### config.mk
export PLATFORM = sky130hd
export DESIGN_NAME = gdi_device_if
export DESIGN_NICKNAME = d
export VERILOG_FILES = /design/src/rtl/gdi_pkg.sv /design/src/rtl/gdi_fifo.sv /design/src/rtl/gdi_addr_dec.sv /design/src/rtl/gdi_device_if.sv
export SDC_FILE = /design/constraint.sdc
export NUM_CORES = 1
export LEC_CHECK = 0
export BUFFER_PORTS_ARGS = -buffer_cell sky130_fd_sc_hd__buf_2
export CORE_MARGIN = 2
export CORE_UTILIZATION = 55
export CTS_BUF_LIST = sky130_fd_sc_hd__clkbuf_4
export CTS_CLUSTER_DIAMETER = 60
export DETAILED_ROUTE_END_ITERATION = 10
export PLACE_DENSITY = 0.78
export SYNTH_ARGS = -nofsm -noshare
export SYNTH_HDL_FRONTEND = slang
export SYNTH_SLANG_ARGS = --single-unit
export TNS_END_PERCENT = 1
### constraint.sdc
create_clock -name clk -period 2.5 [get_ports clk]
set_clock_uncertainty 0.1 [all_clocks]
set_input_delay 0.25 -clock clk [delete_from_list [all_inputs] [get_ports clk]]
set_output_delay 0.25 -clock clk [all_outputs]
set_load 0.05 [all_outputs]
### src/rtl/gdi_pkg.sv
// Package for the instrument-side GPIB device interface
package gdi_pkg;

  // Bus address range and fixed widths
  localparam logic [4:0] GDI_ADDR_MAX      = 5'h1E;
  localparam logic [4:0] GDI_ADDR_RST      = 5'h00;
  localparam int         GDI_FIFO_W        = 8;
  localparam int         GDI_FIFO_D        = 8;

  // Interface message groups (low seven bits, attention asserted)
  localparam logic [1:0] GDI_GRP_CMD       = 2'h0;
  localparam logic [1:0] GDI_GRP_LISTEN    = 2'h1;
  localparam logic [1:0] GDI_GRP_TALK      = 2'h2;
  localparam logic [1:0] GDI_GRP_SECOND    = 2'h3;
  localparam logic [4:0] GDI_ADDR_UNIV     = 5'h1F;

  // Universal and addressed commands
  localparam logic [6:0] GDI_CMD_GTL       = 7'h01;
  localparam logic [6:0] GDI_CMD_SDC       = 7'h04;
  localparam logic [6:0] GDI_CMD_GET       = 7'h08;
  localparam logic [6:0] GDI_CMD_LLO       = 7'h11;
  localparam logic [6:0] GDI_CMD_DCL       = 7'h14;
  localparam logic [6:0] GDI_CMD_SPE       = 7'h18;
  localparam logic [6:0] GDI_CMD_SPD       = 7'h19;

  // Serial poll status bit holding the service request
  localparam int         GDI_RQS_BIT       = 6;

  // Acceptor handshake states
  typedef enum logic [1:0] {
    GDI_AH_IDLE = 2'b00,
    GDI_AH_WAIT = 2'b01,
    GDI_AH_HOLD = 2'b10
  } gdi_ah_e;

  // Source handshake states
  typedef enum logic [1:0] {
    GDI_SH_IDLE = 2'b00,
    GDI_SH_WAIT = 2'b01,
    GDI_SH_DRIV = 2'b10,
    GDI_SH_DONE = 2'b11
  } gdi_sh_e;

  // Data byte with end marker, carried through the buffers
  typedef struct packed {
    logic       eoi;
    logic [7:0] data;
  } gdi_byte_s;

  // Addressing and remote state shown to the instrument
  typedef struct packed {
    logic talker;
    logic listener;
    logic remote;
    logic lockout;
    logic spoll;
  } gdi_state_s;

endpackage

### src/rtl/gdi_fifo.sv
// Small flip-flop FIFO with valid/ready on both sides and a flush
`timescale 1ns/100ps
`default_nettype none
module gdi_fifo
  import gdi_pkg::*;
#(
  parameter int W = 9,
  parameter int D = 8
) (
  // Clock, reset and flush
  input  wire logic         clk,
  input  wire logic         reset,
  input  wire logic         flush,
  // Fill side
  input  wire logic         in_valid,
  output logic              in_ready,
  input  wire logic [W-1:0] in_data,
  // Drain side
  output logic              out_valid,
  input  wire logic         out_ready,
  output logic [W-1:0]      out_data
);
  localparam int AW = $clog2(D);

  logic [W-1:0]  mem_reg [D];
  logic [W-1:0]  mem_next [D];
  logic [AW-1:0] wr_reg, wr_next, rd_reg, rd_next;
  logic [AW:0]   cnt_reg, cnt_next;
  logic          push, pop;

  // Honest full and empty from the occupancy count
  assign in_ready  = (cnt_reg != (AW+1)'(D));
  assign out_valid = (cnt_reg != '0);
  assign out_data  = mem_reg[rd_reg];
  assign push      = in_valid & in_ready;
  assign pop       = out_valid & out_ready;

  // Pointer and storage update; flush drops everything held
  always_comb begin
    mem_next = mem_reg;
    wr_next  = wr_reg;
    rd_next  = rd_reg;
    cnt_next = cnt_reg;
    if (flush) begin
      wr_next  = '0;
      rd_next  = '0;
      cnt_next = '0;
    end else begin
      if (push) begin
        mem_next[wr_reg] = in_data;
        wr_next = (wr_reg == AW'(D - 1)) ? '0 : wr_reg + AW'(1);
      end
      if (pop) begin
        rd_next = (rd_reg == AW'(D - 1)) ? '0 : rd_reg + AW'(1);
      end
      cnt_next = cnt_reg + (AW+1)'(push) - (AW+1)'(pop);
    end
  end

  // Registers only
  always_ff @(posedge clk) begin
    if (reset) begin
      wr_reg  <= '0;
      rd_reg  <= '0;
      cnt_reg <= '0;
    end else begin
      wr_reg  <= wr_next;
      rd_reg  <= rd_next;
      cnt_reg <= cnt_next;
    end
    mem_reg <= mem_next;
  end
endmodule
`default_nettype wire

### src/rtl/gdi_addr_dec.sv
// Decoder of one interface message byte against the own address
`timescale 1ns/100ps
`default_nettype none
module gdi_addr_dec
  import gdi_pkg::*;
(
  // Byte and own address
  input  wire logic [7:0] dio,
  input  wire logic [4:0] my_addr,
  // Decoded messages
  output logic            is_mla,
  output logic            is_mta,
  output logic            is_ota,
  output logic            is_unl,
  output logic            is_unt,
  output logic            is_cmd,
  output logic [6:0]      cmd
);
  logic [1:0] grp;
  logic [4:0] adr;
  logic       addr_ok;

  // Parity bit is ignored; group sits in bits 6:5
  assign grp     = dio[6:5];
  assign adr     = dio[4:0];
  assign addr_ok = (my_addr <= GDI_ADDR_MAX);
  assign is_mla  = (grp == GDI_GRP_LISTEN) && (adr == my_addr) && addr_ok;
  assign is_mta  = (grp == GDI_GRP_TALK) && (adr == my_addr) && addr_ok;
  assign is_unl  = (grp == GDI_GRP_LISTEN) && (adr == GDI_ADDR_UNIV);
  assign is_unt  = (grp == GDI_GRP_TALK) && (adr == GDI_ADDR_UNIV);
  assign is_ota  = (grp == GDI_GRP_TALK) && (adr != GDI_ADDR_UNIV)
                   && !is_mta;
  assign is_cmd  = (grp == GDI_GRP_CMD);
  assign cmd     = dio[6:0];
endmodule
`default_nettype wire

### src/rtl/gdi_device_if.sv
// Instrument-side GPIB interface: handshakes, addressing, clears
`timescale 1ns/100ps
`default_nettype none
// How it works
// - The device answers only address bytes that match its own 0..30.
// - With attention asserted, bytes are decoded as interface messages.
// - With attention released, bytes go to the command path or come out.
// - Talker ends on clear, other talk address, own listen, or untalk.
// - Listener ends on clear, own talk address, or unlisten.
// - Local lockout locks the front panel; go-to-local returns local.
// - Either device clear flushes both buffers and resets the parser.
// - Either device clear aborts a running digitize acquisition.
// - Interface clear stops all activity, unaddresses, ends serial poll.
// - Full source and acceptor handshakes, basic talker, basic listener.
// - Service request, remote/local, clear, trigger, serial poll; no parallel poll, no control.
module gdi_device_if
  import gdi_pkg::*;
(
  // Clock and reset
  input  wire logic        clk,
  input  wire logic        reset,
  // Own primary address
  input  wire logic [4:0]  my_addr,
  // GPIB management lines (true = asserted)
  input  wire logic        atn,
  input  wire logic        ifc,
  input  wire logic        ren,
  // GPIB data lines, three-signal form
  input  wire logic [7:0]  dio_in,
  output logic [7:0]       dio_out,
  output logic             dio_oe,
  input  wire logic        eoi_in,
  output logic             eoi_out,
  output logic             eoi_oe,
  // GPIB handshake lines, three-signal form; service request as output and enable only
  input  wire logic        dav_in,
  output logic             dav_out,
  output logic             dav_oe,
  input  wire logic        nrfd_in,
  output logic             nrfd_out,
  output logic             nrfd_oe,
  input  wire logic        ndac_in,
  output logic             ndac_out,
  output logic             ndac_oe,
  output logic             srq_out,
  output logic             srq_oe,
  // Received data towards the command parser
  output logic             rx_valid,
  input  wire logic        rx_ready,
  output gdi_byte_s        rx_byte,
  // Response data from the instrument
  input  wire logic        tx_valid,
  output logic             tx_ready,
  input  wire gdi_byte_s   tx_byte,
  // Instrument status and events
  input  wire logic        service_req,
  input  wire logic [7:0]  stb,
  input  wire logic        acq_busy,
  output gdi_state_s       state,
  output logic             parser_reset,
  output logic             acq_abort,
  output logic             trigger
);
  gdi_ah_e    ah_reg, ah_next;
  gdi_sh_e    sh_reg, sh_next;
  gdi_state_s st_reg, st_next;
  gdi_byte_s  out_reg, out_next;
  logic       clr_reg, clr_next;
  logic       abort_reg, abort_next;
  logic       trig_reg, trig_next;
  logic       is_mla, is_mta, is_ota, is_unl, is_unt, is_cmd;
  logic [6:0] cmd;
  logic       accept, cmd_take, data_take, dev_clear;
  gdi_byte_s  rx_in, tx_q;
  logic       rx_in_ready, tx_q_valid, tx_q_ready, talk_active;

  // Message decode of the byte on the bus
  gdi_addr_dec u_dec (
    .dio     (dio_in),
    .my_addr (my_addr),
    .is_mla  (is_mla),
    .is_mta  (is_mta),
    .is_ota  (is_ota),
    .is_unl  (is_unl),
    .is_unt  (is_unt),
    .is_cmd  (is_cmd),
    .cmd     (cmd)
  );

  // Accepted byte moments: commands under attention, data when listening
  assign accept    = (ah_reg == GDI_AH_WAIT) && dav_in;
  assign cmd_take  = accept && atn;
  assign data_take = accept && !atn && st_reg.listener;
  // A selected clear meant for another listener must not flush ours
  assign dev_clear = cmd_take && is_cmd && ((cmd == GDI_CMD_DCL)
                     || (cmd == GDI_CMD_SDC && st_reg.listener));
  assign rx_in     = '{eoi: eoi_in, data: dio_in};
  // Attention or interface clear takes the bus from the talker at once
  assign talk_active = st_reg.talker && !atn && !ifc;

  // Received bytes wait here; a full buffer holds off the acceptor
  gdi_fifo #(.W($bits(gdi_byte_s)), .D(GDI_FIFO_D)) u_rx_fifo (
    .clk       (clk),
    .reset     (reset),
    .flush     (dev_clear || ifc),
    .in_valid  (data_take),
    .in_ready  (rx_in_ready),
    .in_data   (rx_in),
    .out_valid (rx_valid),
    .out_ready (rx_ready),
    .out_data  (rx_byte)
  );

  // Response bytes queue here until the talker sources them
  gdi_fifo #(.W($bits(gdi_byte_s)), .D(GDI_FIFO_D)) u_tx_fifo (
    .clk       (clk),
    .reset     (reset),
    .flush     (dev_clear || ifc),
    .in_valid  (tx_valid),
    .in_ready  (tx_ready),
    .in_data   (tx_byte),
    .out_valid (tx_q_valid),
    .out_ready (tx_q_ready),
    .out_data  (tx_q)
  );

  // Acceptor handshake: ready, take on data valid, release on its drop
  always_comb begin
    ah_next = ah_reg;
    case (ah_reg)
      GDI_AH_IDLE: begin
        // A full receive buffer keeps not-ready asserted, nothing is lost
        if ((atn || st_reg.listener) && rx_in_ready) begin
          ah_next = GDI_AH_WAIT;
        end
      end
      GDI_AH_WAIT: begin
        // Attention released while unaddressed: step out of the handshake
        if (dav_in) begin
          ah_next = GDI_AH_HOLD;
        end else if (!atn && !st_reg.listener) begin
          ah_next = GDI_AH_IDLE;
        end
      end
      GDI_AH_HOLD: begin
        if (!dav_in) begin
          ah_next = GDI_AH_IDLE;
        end
      end
      default: ah_next = GDI_AH_IDLE;
    endcase
    if (ifc) begin
      ah_next = GDI_AH_IDLE;
    end
  end

  // Source handshake: put byte, wait for ready, assert valid, wait accept
  always_comb begin
    sh_next    = sh_reg;
    out_next   = out_reg;
    tx_q_ready = 1'b0;
    case (sh_reg)
      GDI_SH_IDLE: begin
        // In serial poll the status byte goes out; the queue is left alone
        if (talk_active && (st_reg.spoll || tx_q_valid)) begin
          if (!st_reg.spoll) begin
            out_next   = tx_q;
            tx_q_ready = 1'b1;
          end
          sh_next    = GDI_SH_WAIT;
        end
      end
      GDI_SH_WAIT: begin
        if (!nrfd_in) begin
          sh_next = GDI_SH_DRIV;
        end
      end
      GDI_SH_DRIV: begin
        if (!ndac_in) begin
          sh_next = GDI_SH_DONE;
        end
      end
      GDI_SH_DONE: begin
        sh_next = GDI_SH_IDLE;
      end
      default: sh_next = GDI_SH_IDLE;
    endcase
    if (!talk_active) begin
      sh_next = GDI_SH_IDLE;
    end
  end

  // Addressing, remote, lockout, poll state and one-cycle events
  always_comb begin
    st_next    = st_reg;
    clr_next   = 1'b0;
    abort_next = 1'b0;
    trig_next  = 1'b0;
    // Dropping remote enable returns the instrument to local at once
    st_next.remote = st_reg.remote && ren;
    if (!ren) begin
      st_next.lockout = 1'b0;
    end
    if (cmd_take) begin
      if (is_mta) begin
        st_next.talker   = 1'b1;
        st_next.listener = 1'b0;
      end
      if (is_ota || is_unt) begin
        st_next.talker = 1'b0;
      end
      if (is_mla) begin
        st_next.listener = 1'b1;
        st_next.talker   = 1'b0;
        st_next.remote   = ren;
      end
      if (is_unl) begin
        st_next.listener = 1'b0;
      end
      if (is_cmd) begin
        case (cmd)
          GDI_CMD_LLO: st_next.lockout = ren;
          GDI_CMD_GTL: begin
            if (st_reg.listener) begin
              st_next.remote  = 1'b0;
              st_next.lockout = 1'b0;
            end
          end
          GDI_CMD_GET: trig_next = st_reg.listener;
          GDI_CMD_SPE: st_next.spoll = 1'b1;
          GDI_CMD_SPD: st_next.spoll = 1'b0;
          default: begin
          end
        endcase
      end
    end
    // Abort is raised only while an acquisition is really running
    if (dev_clear) begin
      clr_next   = 1'b1;
      abort_next = acq_busy;
    end
    // Interface clear comes last so it beats any address in the cycle
    if (ifc) begin
      st_next.talker   = 1'b0;
      st_next.listener = 1'b0;
      st_next.spoll    = 1'b0;
    end
  end

  // Registers only
  always_ff @(posedge clk) begin
    if (reset) begin
      ah_reg    <= GDI_AH_IDLE;
      sh_reg    <= GDI_SH_IDLE;
      st_reg    <= '0;
      out_reg   <= '0;
      clr_reg   <= 1'b0;
      abort_reg <= 1'b0;
      trig_reg  <= 1'b0;
    end else begin
      ah_reg    <= ah_next;
      sh_reg    <= sh_next;
      st_reg    <= st_next;
      out_reg   <= out_next;
      clr_reg   <= clr_next;
      abort_reg <= abort_next;
      trig_reg  <= trig_next;
    end
  end

  // Bus drivers; serial poll answers with the status byte, no parallel poll
  always_comb begin
    dio_oe   = talk_active && (sh_reg != GDI_SH_IDLE);
    dio_out  = out_reg.data;
    eoi_oe   = dio_oe;
    eoi_out  = out_reg.eoi;
    if (st_reg.spoll) begin
      dio_out = stb;
      dio_out[GDI_RQS_BIT] = service_req;
      eoi_out = 1'b0;
    end
    dav_oe   = dio_oe;
    dav_out  = (sh_reg == GDI_SH_DRIV);
    // Not-ready held while not waiting; open-drain style enables
    nrfd_out = (ah_reg != GDI_AH_WAIT) && (atn || st_reg.listener);
    nrfd_oe  = nrfd_out;
    ndac_out = (ah_reg != GDI_AH_HOLD) && (atn || st_reg.listener);
    ndac_oe  = ndac_out;
    // Service request is withheld while the status byte is polled
    srq_out  = service_req && !st_reg.spoll;
    srq_oe   = srq_out;
  end

  // Status and event outputs straight from flip-flops
  assign state        = st_reg;
  assign parser_reset = clr_reg;
  assign acq_abort    = abort_reg;
  assign trigger      = trig_reg;
endmodule
`default_nettype wire

* Word level (Yosys, flattened, before mapping)
Index checks and enable logic that the tools add are counted.
** Word-level totals
- Register bits :: 185
- Bits in latches :: 0
- Memories :: 0
- Memory bits (writable) :: 0
- ROM bits :: 0
** Cells by class
- Shift-type cells :: 0
- Order comparisons :: 7
- Multiply operators :: 0
- Equal/unequal tests :: 31
- Div/mod/pow operators :: 0
- Bitwise gates (word level) :: 15
- Add/sub/neg operators :: 8
- Reductions and logical operators :: 59
- Muxes and demuxes :: 42
** Operators with widths (count)
- bitwise mux 72 bit :: 2
- binary-select mux 9 bit (select 3 bit) :: 2
- demux 9 bit (select 3 bit) :: 2
- two-way mux 9 bit :: 6
- equality test 7 x 5 -> 1 bit, second input constant :: 4
- logical AND 1 bit :: 27
- two-way mux 3 bit :: 7
- two-way mux 2 bit :: 9
- greater-or-equal comparator 4 bit, second input constant :: 4
- NOT 3 -> 4 bit :: 4
- adder 3 x 1 -> 3 bit, second input constant :: 4
- equality test 3 bit, second input constant :: 4
- != test 2 bit, second input constant :: 6
- AND reduction 3 bit :: 4
- two-way mux 1 bit :: 9
- adder 4 x 1 -> 4 bit :: 2
- equality test 2 bit, second input constant :: 4
- less-than comparator 4 x 1 -> 1 bit, second input constant :: 2
- two-way mux 8 bit :: 1
- != test 4 bit, second input constant :: 2
- case mux 2 bit (4 select lines) :: 1
- AND reduction 2 bit :: 4
- nonzero test 4 bit :: 2
- OR reduction 2 bit :: 4
- 21 further kinds :: 46

* Logic depth before layout (Yosys ltp)
Gate-level depths: netlist of the first run.
- Word-level depth :: 12
- Mapped depth :: 13

* Cells and area by module
Synthesis of the first run repeated with hierarchy kept, for this count alone.
** Second synthesis, totals
- Cells, all modules :: 511
- Area, all modules :: 8144.1 µm²
** By module, submodules not included
- gdi_fifo at u_tx_fifo :: seq. area each 2362.3 µm², times used 1, cells an instance 181, area an instance 3414.5 µm²
- gdi_fifo at u_rx_fifo :: seq. area each 2362.3 µm², times used 1, cells an instance 182, area an instance 3409.5 µm²
- gdi_device_if :: seq. area each 420.4 µm², times used 1, cells an instance 121, area an instance 1138.6 µm²
- gdi_addr_dec :: seq. area each 0.0 µm², times used 1, cells an instance 27, area an instance 181.4 µm²

* Worst setup path after synthesis of the first run
OpenSTA, ideal clock, no wires.
- Kind :: reg-to-reg
- Start point :: register st_reg, in the netlist state[4]
- End point :: register u_tx_fifo.cnt_reg[1]
- Setup time :: 0.115 ns
- Path buffers :: 1
- Data required time :: 2.285 ns
- Cell stages (with the launch flop) :: 10
- Clock period less this slack :: 3.041 ns
- Path slack :: -0.541 ns
- Arrival time :: 2.826 ns
- Cells stage by stage :: dfxtp_1 -> or3b_4 -> or4b_4 -> inv_2 -> buf_4 -> ha_1 -> inv_1 -> ha_1 -> fa_1 -> and3_1
** On the way
- Longest elaborated chain between the ends :: 7
** RTL lines
- start: declaration :: RTL line gdi_device_if.sv:66 : gdi_state_s st_reg, st_next;
- start signal: assignment :: RTL line gdi_device_if.sv:263 : st_reg <= st_next;
- logical AND 1 bit (2 in a row) :: RTL line gdi_device_if.sv:99 : assign talk_active = st_reg.talker && !atn && !ifc;
- logical AND 1 bit :: RTL line gdi_device_if.sv:165 : if (talk_active && (st_reg.spoll || tx_q_valid)) begin
- two-way mux 1 bit :: RTL line gdi_device_if.sv:165
- two-way mux 1 bit :: RTL line gdi_device_if.sv:162 : case (sh_reg)
- bitwise AND 1 bit :: RTL line gdi_fifo.sv:36 : assign pop = out_valid & out_ready;
- net u_tx_fifo.pop :: RTL line gdi_fifo.sv:29 : logic push, pop;
- subtractor 4 x 1 -> 4 bit :: RTL line gdi_fifo.sv:56 : cnt_next = cnt_reg + (AW+1)'(push) - (AW+1)'(pop);
- end signal: assignment :: RTL line gdi_fifo.sv:69 : cnt_reg <= cnt_next;
- end: declaration :: RTL line gdi_fifo.sv:28 : logic [AW:0] cnt_reg, cnt_next;
The timed path passes the listed nets, and every way through them passes these cells.
A chain may end at the register's enable or synchronous reset.

* Worst setup path after layout of the first run
- Start point :: register st_reg, in the netlist state[4]
- End point :: register u_tx_fifo.cnt_reg[2]
** On the way
- Longest elaborated chain between the ends :: 7
** RTL lines (RTL line)
- logical AND 1 bit (2 in a row) :: gdi_device_if.sv:99
- logical AND 1 bit :: gdi_device_if.sv:165
- two-way mux 1 bit :: gdi_device_if.sv:165
- two-way mux 1 bit :: gdi_device_if.sv:162
- bitwise AND 1 bit :: gdi_fifo.sv:36
- subtractor 4 x 1 -> 4 bit :: gdi_fifo.sv:56
Every way passes these cells.

==> Implementation_results.wiki, run 1 <==
{| class="wikitable"
! Metric !! Value
|-
| Outcome || finished, violations left
|-
| Failing checks || setup timing
|-
| Via density per instance || 5.64
|-
| Fraction of post-synthesis cell area in the top cell type by area || 0.550
|-
| Pre-CTS worst setup slack || -0.0565 ns
|-
| Wire length of the first global-routing pass || 24400 um
|-
| Total negative slack for setup checks || -0.128 ns
|-
| Number of antenna violations at the first check in global routing || 0
|-
| Initial DRT Pass Iterations || 4
|-
| Register area || 5150 um^2
|-
| Die extent in y || 124 um
|-
| Class of the tightest hold or removal check || input port to register
|-
| Routed length per instance || 18.9 um
|-
| Worst skew pair latency || 0.58 ns
|-
| Total Die Area || 15300 um^2
|-
| Cells after synthesis || 489
|-
| Vias in the first global route || 4830
|-
| Final wirelength || 15600 um
|-
| Total power || 5.64 mW
|-
| Static power due to leakage || 3.29 nW
|-
| Number of buffers and inverters on the critical path || 2
|-
| Setup-failing EPs final || 3
|-
| Count of cell types in the netlist || 54
|-
| Series of cell instances along the critical path || or3b_4 -> or4b_4 -> inv_4 -> ha_4 -> inv_4 -> ha_4 -> fa_1 -> xnor2_1 -> nor2_1
|-
| Cell type with the highest aggregate area in the netlist || edfxtp_1
|-
| Max Cap Viol || 0
|-
| Startpoint kind of the worst setup timing path || register
|-
| Sequential fraction of the synthesis area || 0.655
|-
| Worst Slack Setup Final || -0.0613 ns
|-
| Starting density of the core || 0.564
|-
| Maximum achievable frequency || 390 MHz
|-
| Nets in the synthesized netlist || 558
|-
| Max transition margin || 0.315
|-
| Sinks on Clock Net || 185
|-
| Startpoint-to-endpoint class of the critical path || register to register
|-
| Largest delay contributor family on the critical path || simple AND/OR/NAND/NOR gates
|-
| # rows || 43
|-
| Largest net degree at the start of global routing || 22
|-
| Die width || 124 um
|-
| Number of enable-type register cells in the synthesized netlist || 144
|-
| Nets@finish || 700
|-
| Max Transition Viols Final || 0
|-
| Core Box Area || 13900 um^2
|-
| Root buffer cell || clkbuf_4
|-
| RSZ-0062 raised after global routing || yes
|-
| Top-level I/O count || 81
|-
| Flip-flop cell with the highest count after synthesis || edfxtp_1
|-
| Proportion of synthesized flip-flops having asynchronous set or reset || 0
|-
| Global Route Usage Sum || 0.220
|-
| Area added between synthesis and finish || 19.3%
|-
| Half-perimeter wire length of the detailed placement result || 10500 um
|-
| Mean instance size in the synthesized netlist || 16.1 um^2
|-
| Clock transition time at the flip-flop clock pins of the worst setup and hold paths || 0.16 ns
|-
| Total via count after detailed routing || 4648
|-
| Clock tree from TritonCTS || done
|-
| Largest buffer count on any clock path || 2
|-
| Remaining design rule violation count || 0
|-
| Initial DRC Count || 279
|-
| CTS H-tree lvls || 4
|-
| Slew @ Worst Pin || 1.02 ns
|-
| Final Critical Period || 2.56 ns
|-
| Antenna fix cells || 0
|-
| Flop and latch count out of synthesis || 185
|-
| Slowest cell delay on critical path || 0.57 ns
|-
| Type of element capturing the critical path || register
|-
| Count of synthesis-stage warnings from yosys || 0
|-
| Worst EP arrival || 2.96 ns
|-
| Period Utilization, post-route || 1.02
|-
| Layout cells sized above 1 || 0.374
|-
| Overflow left after global routing || 0
|-
| Highest ir drop seen on vdd || 0.484 mV
|-
| Hold Fails Final Rpt || 0
|-
| Biggest fanout along the worst timing path || 3
|-
| Number of buffers created by CTS || 17
|-
| Top cells by area in the synthesized netlist || edfxtp_1 (55%), dfxtp_1 (10%), mux4_2 (10%)
|-
| Cell area after technology mapping || 7860 um^2
|-
| Final weighted congestion in routability-driven placement || 0.779
|-
| Antenna-violating nets left || 0
|-
| Required time of the critical path || 2.90 ns
|-
| Total area of multi-input combinational cells || 2580 um^2
|-
| Slowest cell on the critical path || or4b_4
|-
| IO buf count || 79
|-
| Number of inserted filler cells in the final layout || 904
|-
| Power per cell area || 601 nW/um^2
|}
[synth_stat cells, types with 2 or more instances]
cell	count
nor2b_1	3
o211ai_1	3
a211oi_2	8
edfxtp_1	144
nand2_1	26
fa_1	2
mux2i_1	13
mux4_2	36
or4_1	4
clkbuf_1	7
nor3b_1	2
or3_1	5
buf_4	7
a21o_1	2
buf_1	3
buf_2	4
or3b_2	4
o21ai_0	3
nor4b_1	5
mux2_2	17
dfxtp_1	41
nand4b_1	2
nor3_1	4
xor2_1	2
nand3b_1	4
ha_1	24
xnor2_1	8
nand2b_1	2
nor2_1	35
and3_1	5
nor4_1	3
inv_1	23
a21oi_1	14
nand3_1	4
[kinds of logic (layout without fill, tap and decap cells)]
logic type / count (synthesis) / after routing / share of synthesized area
flops: 185 / 185 / 0.655
simple gates: 116 / 116 / 0.0803
mux: 66 / 66 / 0.144
buf+inv: 46 / 201 / 0.0269
compound gates: 40 / 40 / 0.0395
fa+ha+maj: 26 / 26 / 0.0433
xor+xnor: 10 / 10 / 0.0111
[routing by layer]
layer | share of wire | up-vias | routed length (um) | track usage
met5 | 0 | - | 0 | 0
met4 | 0.023 | 0 | 364 | 0.0838
met1 | 0.41 | 2317 | 6400 | 0.270
li1 | - | 2178 | - | -
met3 | 0.045 | 26 | 703 | 0.0604
met2 | 0.52 | 127 | 8140 | 0.372
[repair_timing]
action	CTS	global route
endpoints found under the hold margin	167	0
pin swaps	1	6
buffers inserted	6	2
hold buffers	27	0
resized for setup	23	28
endpoints found under the setup margin	13	90
[area by class of cell]
class / instances / area share
multi-input combinational: 258 / 0.276
inverter: 24 / 0.0101
clock buffer: 18 / 0.0144
sequential: 185 / 0.550
timing repair buffer: 145 / 0.112
clock inverter: 14 / 0.0140
tap: 180 / 0.0240
[where the power goes]
| group | total [mW] | switching (mW) | internal (mW) |
|---|---|---|---|
| combinational | 0.747 | 0.402 | 0.345 |
| clock | 1.53 | 1.08 | 0.445 |
| sequential | 3.36 | 0.0233 | 3.34 |
[worst min-delay path, stage by stage]
cell and delay, ns:
buf_2 0.08, xnor2_1 0.05, nand2_1 0.10, o31ai_1 0.08, o2111a_1 0.14
[cell usage in the layout, fill, tap and decap left out, drive strengths merged, types with 9 or more instances in the layout]
master / count
inv: 31
edfxtp: 144
nor2: 35
mux4: 36
mux2i: 13
nand2: 26
ha: 24
clkbuf: 18
a211oi: 9
a21oi: 15
dlygate4sd3: 27
dfxtp: 41
mux2: 17
buf: 118
[stage by stage]
stage / util / std cells / cell area, um^2 / hold WS (ns)
2_1_floorplan: - / 489 / 7870 / 0.226
6_report: 0.673 / 824 / 9380 / 0.0683
3_3_place_gp: 0.619 / 758 / 8620 / 0.359
5_1_grt: 0.673 / 824 / 9380 / 0.0509
4_1_cts: 0.665 / 823 / 9270 / 0.0224
3_5_place_dp: 0.619 / 758 / 8620 / 0.382
[path summary, 6_finish.rpt]
kind	cells past startpoint	start	end	slack, ns
worst min register to register	2	sh_reg[1]	sh_reg[1]	0.40
worst max-delay path	9	state[4]	u_tx_fifo.cnt_reg[2]	-0.06
worst max register to register	9	state[4]	u_tx_fifo.cnt_reg[2]	-0.06
worst min-delay path	5	my_addr[2]	state[3]	0.07
(Power assumes the default switching activity.)
==> run 2: changes to the inputs <==
--- a/config.mk
+++ b/config.mk
@@ -15,4 +15,4 @@
 export SYNTH_ARGS = -nofsm -noshare
 export SYNTH_HDL_FRONTEND = slang
 export SYNTH_SLANG_ARGS = --single-unit
-export TNS_END_PERCENT = 1
+export TNS_END_PERCENT = 100
==> Implementation_results.wiki, run 2 (synthesis gave the netlist of run 1 again) <==
{| class="wikitable"
! Metric !! Value
|-
| Class of the tightest hold or removal check || input port to register
|-
| Clock transition time at the flip-flop clock pins of the worst setup and hold paths || 0.14 ns
|-
| Total Die Area || 15300 um^2
|-
| Combinational cell fraction of total power || 0.139
|-
| Root buffer cell || clkbuf_4
|-
| Setup-failing EPs final || 19
|-
| RSZ-0062 raised after global routing || yes
|-
| Layout cells sized above 1 || 0.387
|-
| Top-level I/O count || 81
|-
| Worst skew pair latency || 0.57 ns
|-
| Area added between synthesis and finish || 20.5%
|-
| Period Utilization, post-route || 1.04
|-
| Total negative slack for setup checks || -1.32 ns
|-
| Slew @ Worst Pin || 1.03 ns
|-
| Number of buffers created by CTS || 17
|-
| Starting density of the core || 0.564
|-
| IO buf count || 79
|-
| Net load switching power || 1.43 mW
|-
| Max Transition Viols Final || 0
|-
| Maximum achievable frequency || 385 MHz
|-
| Initial DRT Pass Iterations || 4
|-
| Sw Share || 0.247
|-
| Biggest fanout along the worst timing path || 9
|-
| Wire length of the first global-routing pass || 25100 um
|-
| Die extent in y || 124 um
|-
| Global Route Usage Sum || 0.227
|-
| Max transition margin || 0.311
|-
| # rows || 43
|-
| Final weighted congestion in routability-driven placement || 0.801
|-
| Core Box Area || 13900 um^2
|-
| Total power || 5.80 mW
|-
| Number of inserted filler cells in the final layout || 912
|-
| Final Util || 0.679
|-
| Number of antenna violations at the first check in global routing || 0
|-
| Static power due to leakage || 3.31 nW
|-
| Commonest non-fill, non-tap cells in the layout || edfxtp_1 (144), buf_2 (70), dfxtp_1 (37)
|-
| Sinks on Clock Net || 185
|-
| Final wirelength || 16400 um
|-
| Outcome || finished, violations left
|-
| Antenna fix cells || 0
|-
| Relative contribution of sequential cells to total power || 0.581
|-
| Initial DRC Count || 370
|-
| Failing checks || setup timing
|-
| Half-perimeter wire length of the detailed placement result || 10700 um
|-
| Max Cap Viol || 0
|-
| Internal power || 4.37 mW
|-
| Vias in the first global route || 4813
|-
| Worst Slack Setup Final || -0.0993 ns
|-
| Overflow left after global routing || 0
|-
| Hold Fails Final Rpt || 0
|-
| Via density per instance || 5.74
|-
| Power per cell area || 613 nW/um^2
|-
| Largest buffer count on any clock path || 2
|-
| Remaining design rule violation count || 0
|-
| Antenna-violating nets left || 0
|-
| Final Critical Period || 2.60 ns
|-
| Share of power burned in the clock network || 0.281
|-
| Total via count after detailed routing || 4726
|-
| CTS H-tree lvls || 4
|-
| Highest ir drop seen on vdd || 0.465 mV
|-
| Most common library cell in the layout ignoring fill and taps || edfxtp_1
|-
| Clock tree from TritonCTS || done
|-
| Worst EP arrival || 2.70 ns
|-
| Required time of the critical path || 2.60 ns
|-
| Pre-CTS worst setup slack || -0.0878 ns
|-
| Startpoint kind of the worst setup timing path || register
|-
| Type of element capturing the critical path || register
|-
| Largest net degree at the start of global routing || 22
|-
| Die width || 124 um
|-
| Startpoint-to-endpoint class of the critical path || register to register
|-
| Routed length per instance || 19.9 um
|-
| Nets@finish || 699
|}
## run 2: final timing paths
| path | from | endpoint | slack [ns] | depth (start not counted) |
|---|---|---|---|---|
| worst max-delay path | state[3] | u_tx_fifo.mem_reg[3] | -0.1 | 3 |
| worst min-delay path | my_addr[0] | state[3] | 0.08 | 5 |
| worst max register to register | state[3] | u_tx_fifo.mem_reg[3] | -0.1 | 3 |
| worst min register to register | sh_reg[0] | sh_reg[0] | 0.40 | 2 |
## run 2: final cells by class
class / count / area (um^2) / area share
Sequential cell: 185 / 5150 / 0.545
Timing Repair Buffer: 144 / 1070 / 0.113
Clock buffer: 20 / 150 / 0.0159
Inverter: 24 / 97.6 / 0.0103
Clock inverter: 12 / 140 / 0.0148
Tap cell: 180 / 225 / 0.0238
Multi-Input combinational cell: 258 / 2630 / 0.278
## run 2: repair_timing
action | in CTS | in global routing
hold buffers | 27 | 0
gates resized for setup | 23 | 32
gates cloned | 0 | 2
setup buffers | 1 | 4
pin swaps | 1 | 5
endpoints found under the hold margin | 160 | 0
setup endpoints to repair | 42 | 76
## run 2: power groups by stage
stage	Sequential [mW]	Clock (mW)	Combinational [mW]
final	3.37	1.63	0.804
after global routing	3.37	1.78	0.867
after CTS	3.36	1.68	0.728
after detailed placement	3.42	0	0.662
after global placement	3.42	0	0.635
after floorplan	3.42	0	0.463
## run 2: per-stage QoR
step           hold slack, ns  cell area (um^2)  instances
2_1_floorplan           0.226              7930        489
3_3_place_gp            0.362              8660        757
3_5_place_dp            0.383              8660        757
4_1_cts               0.00677              9300        817
5_1_grt                0.0514              9470        823
6_report               0.0771              9470        823
## run 2: metal layers
metal / GRT usage / vias to the layer above / wire, um
li1: - / 2165 / -
met1: 0.264 / 2371 / 6360
met2: 0.407 / 161 / 8820
met3: 0.0494 / 29 / 852
met4: 0.0888 / 0 / 335
met5: 0 / - / 0
## run 2: worst max-delay path, cell delays in order (launching register included)
cell	delay [ns]
dfxtp_1	0.41
o211ai_1	0.52
o211ai_1	0.33
nor2_1	0.86
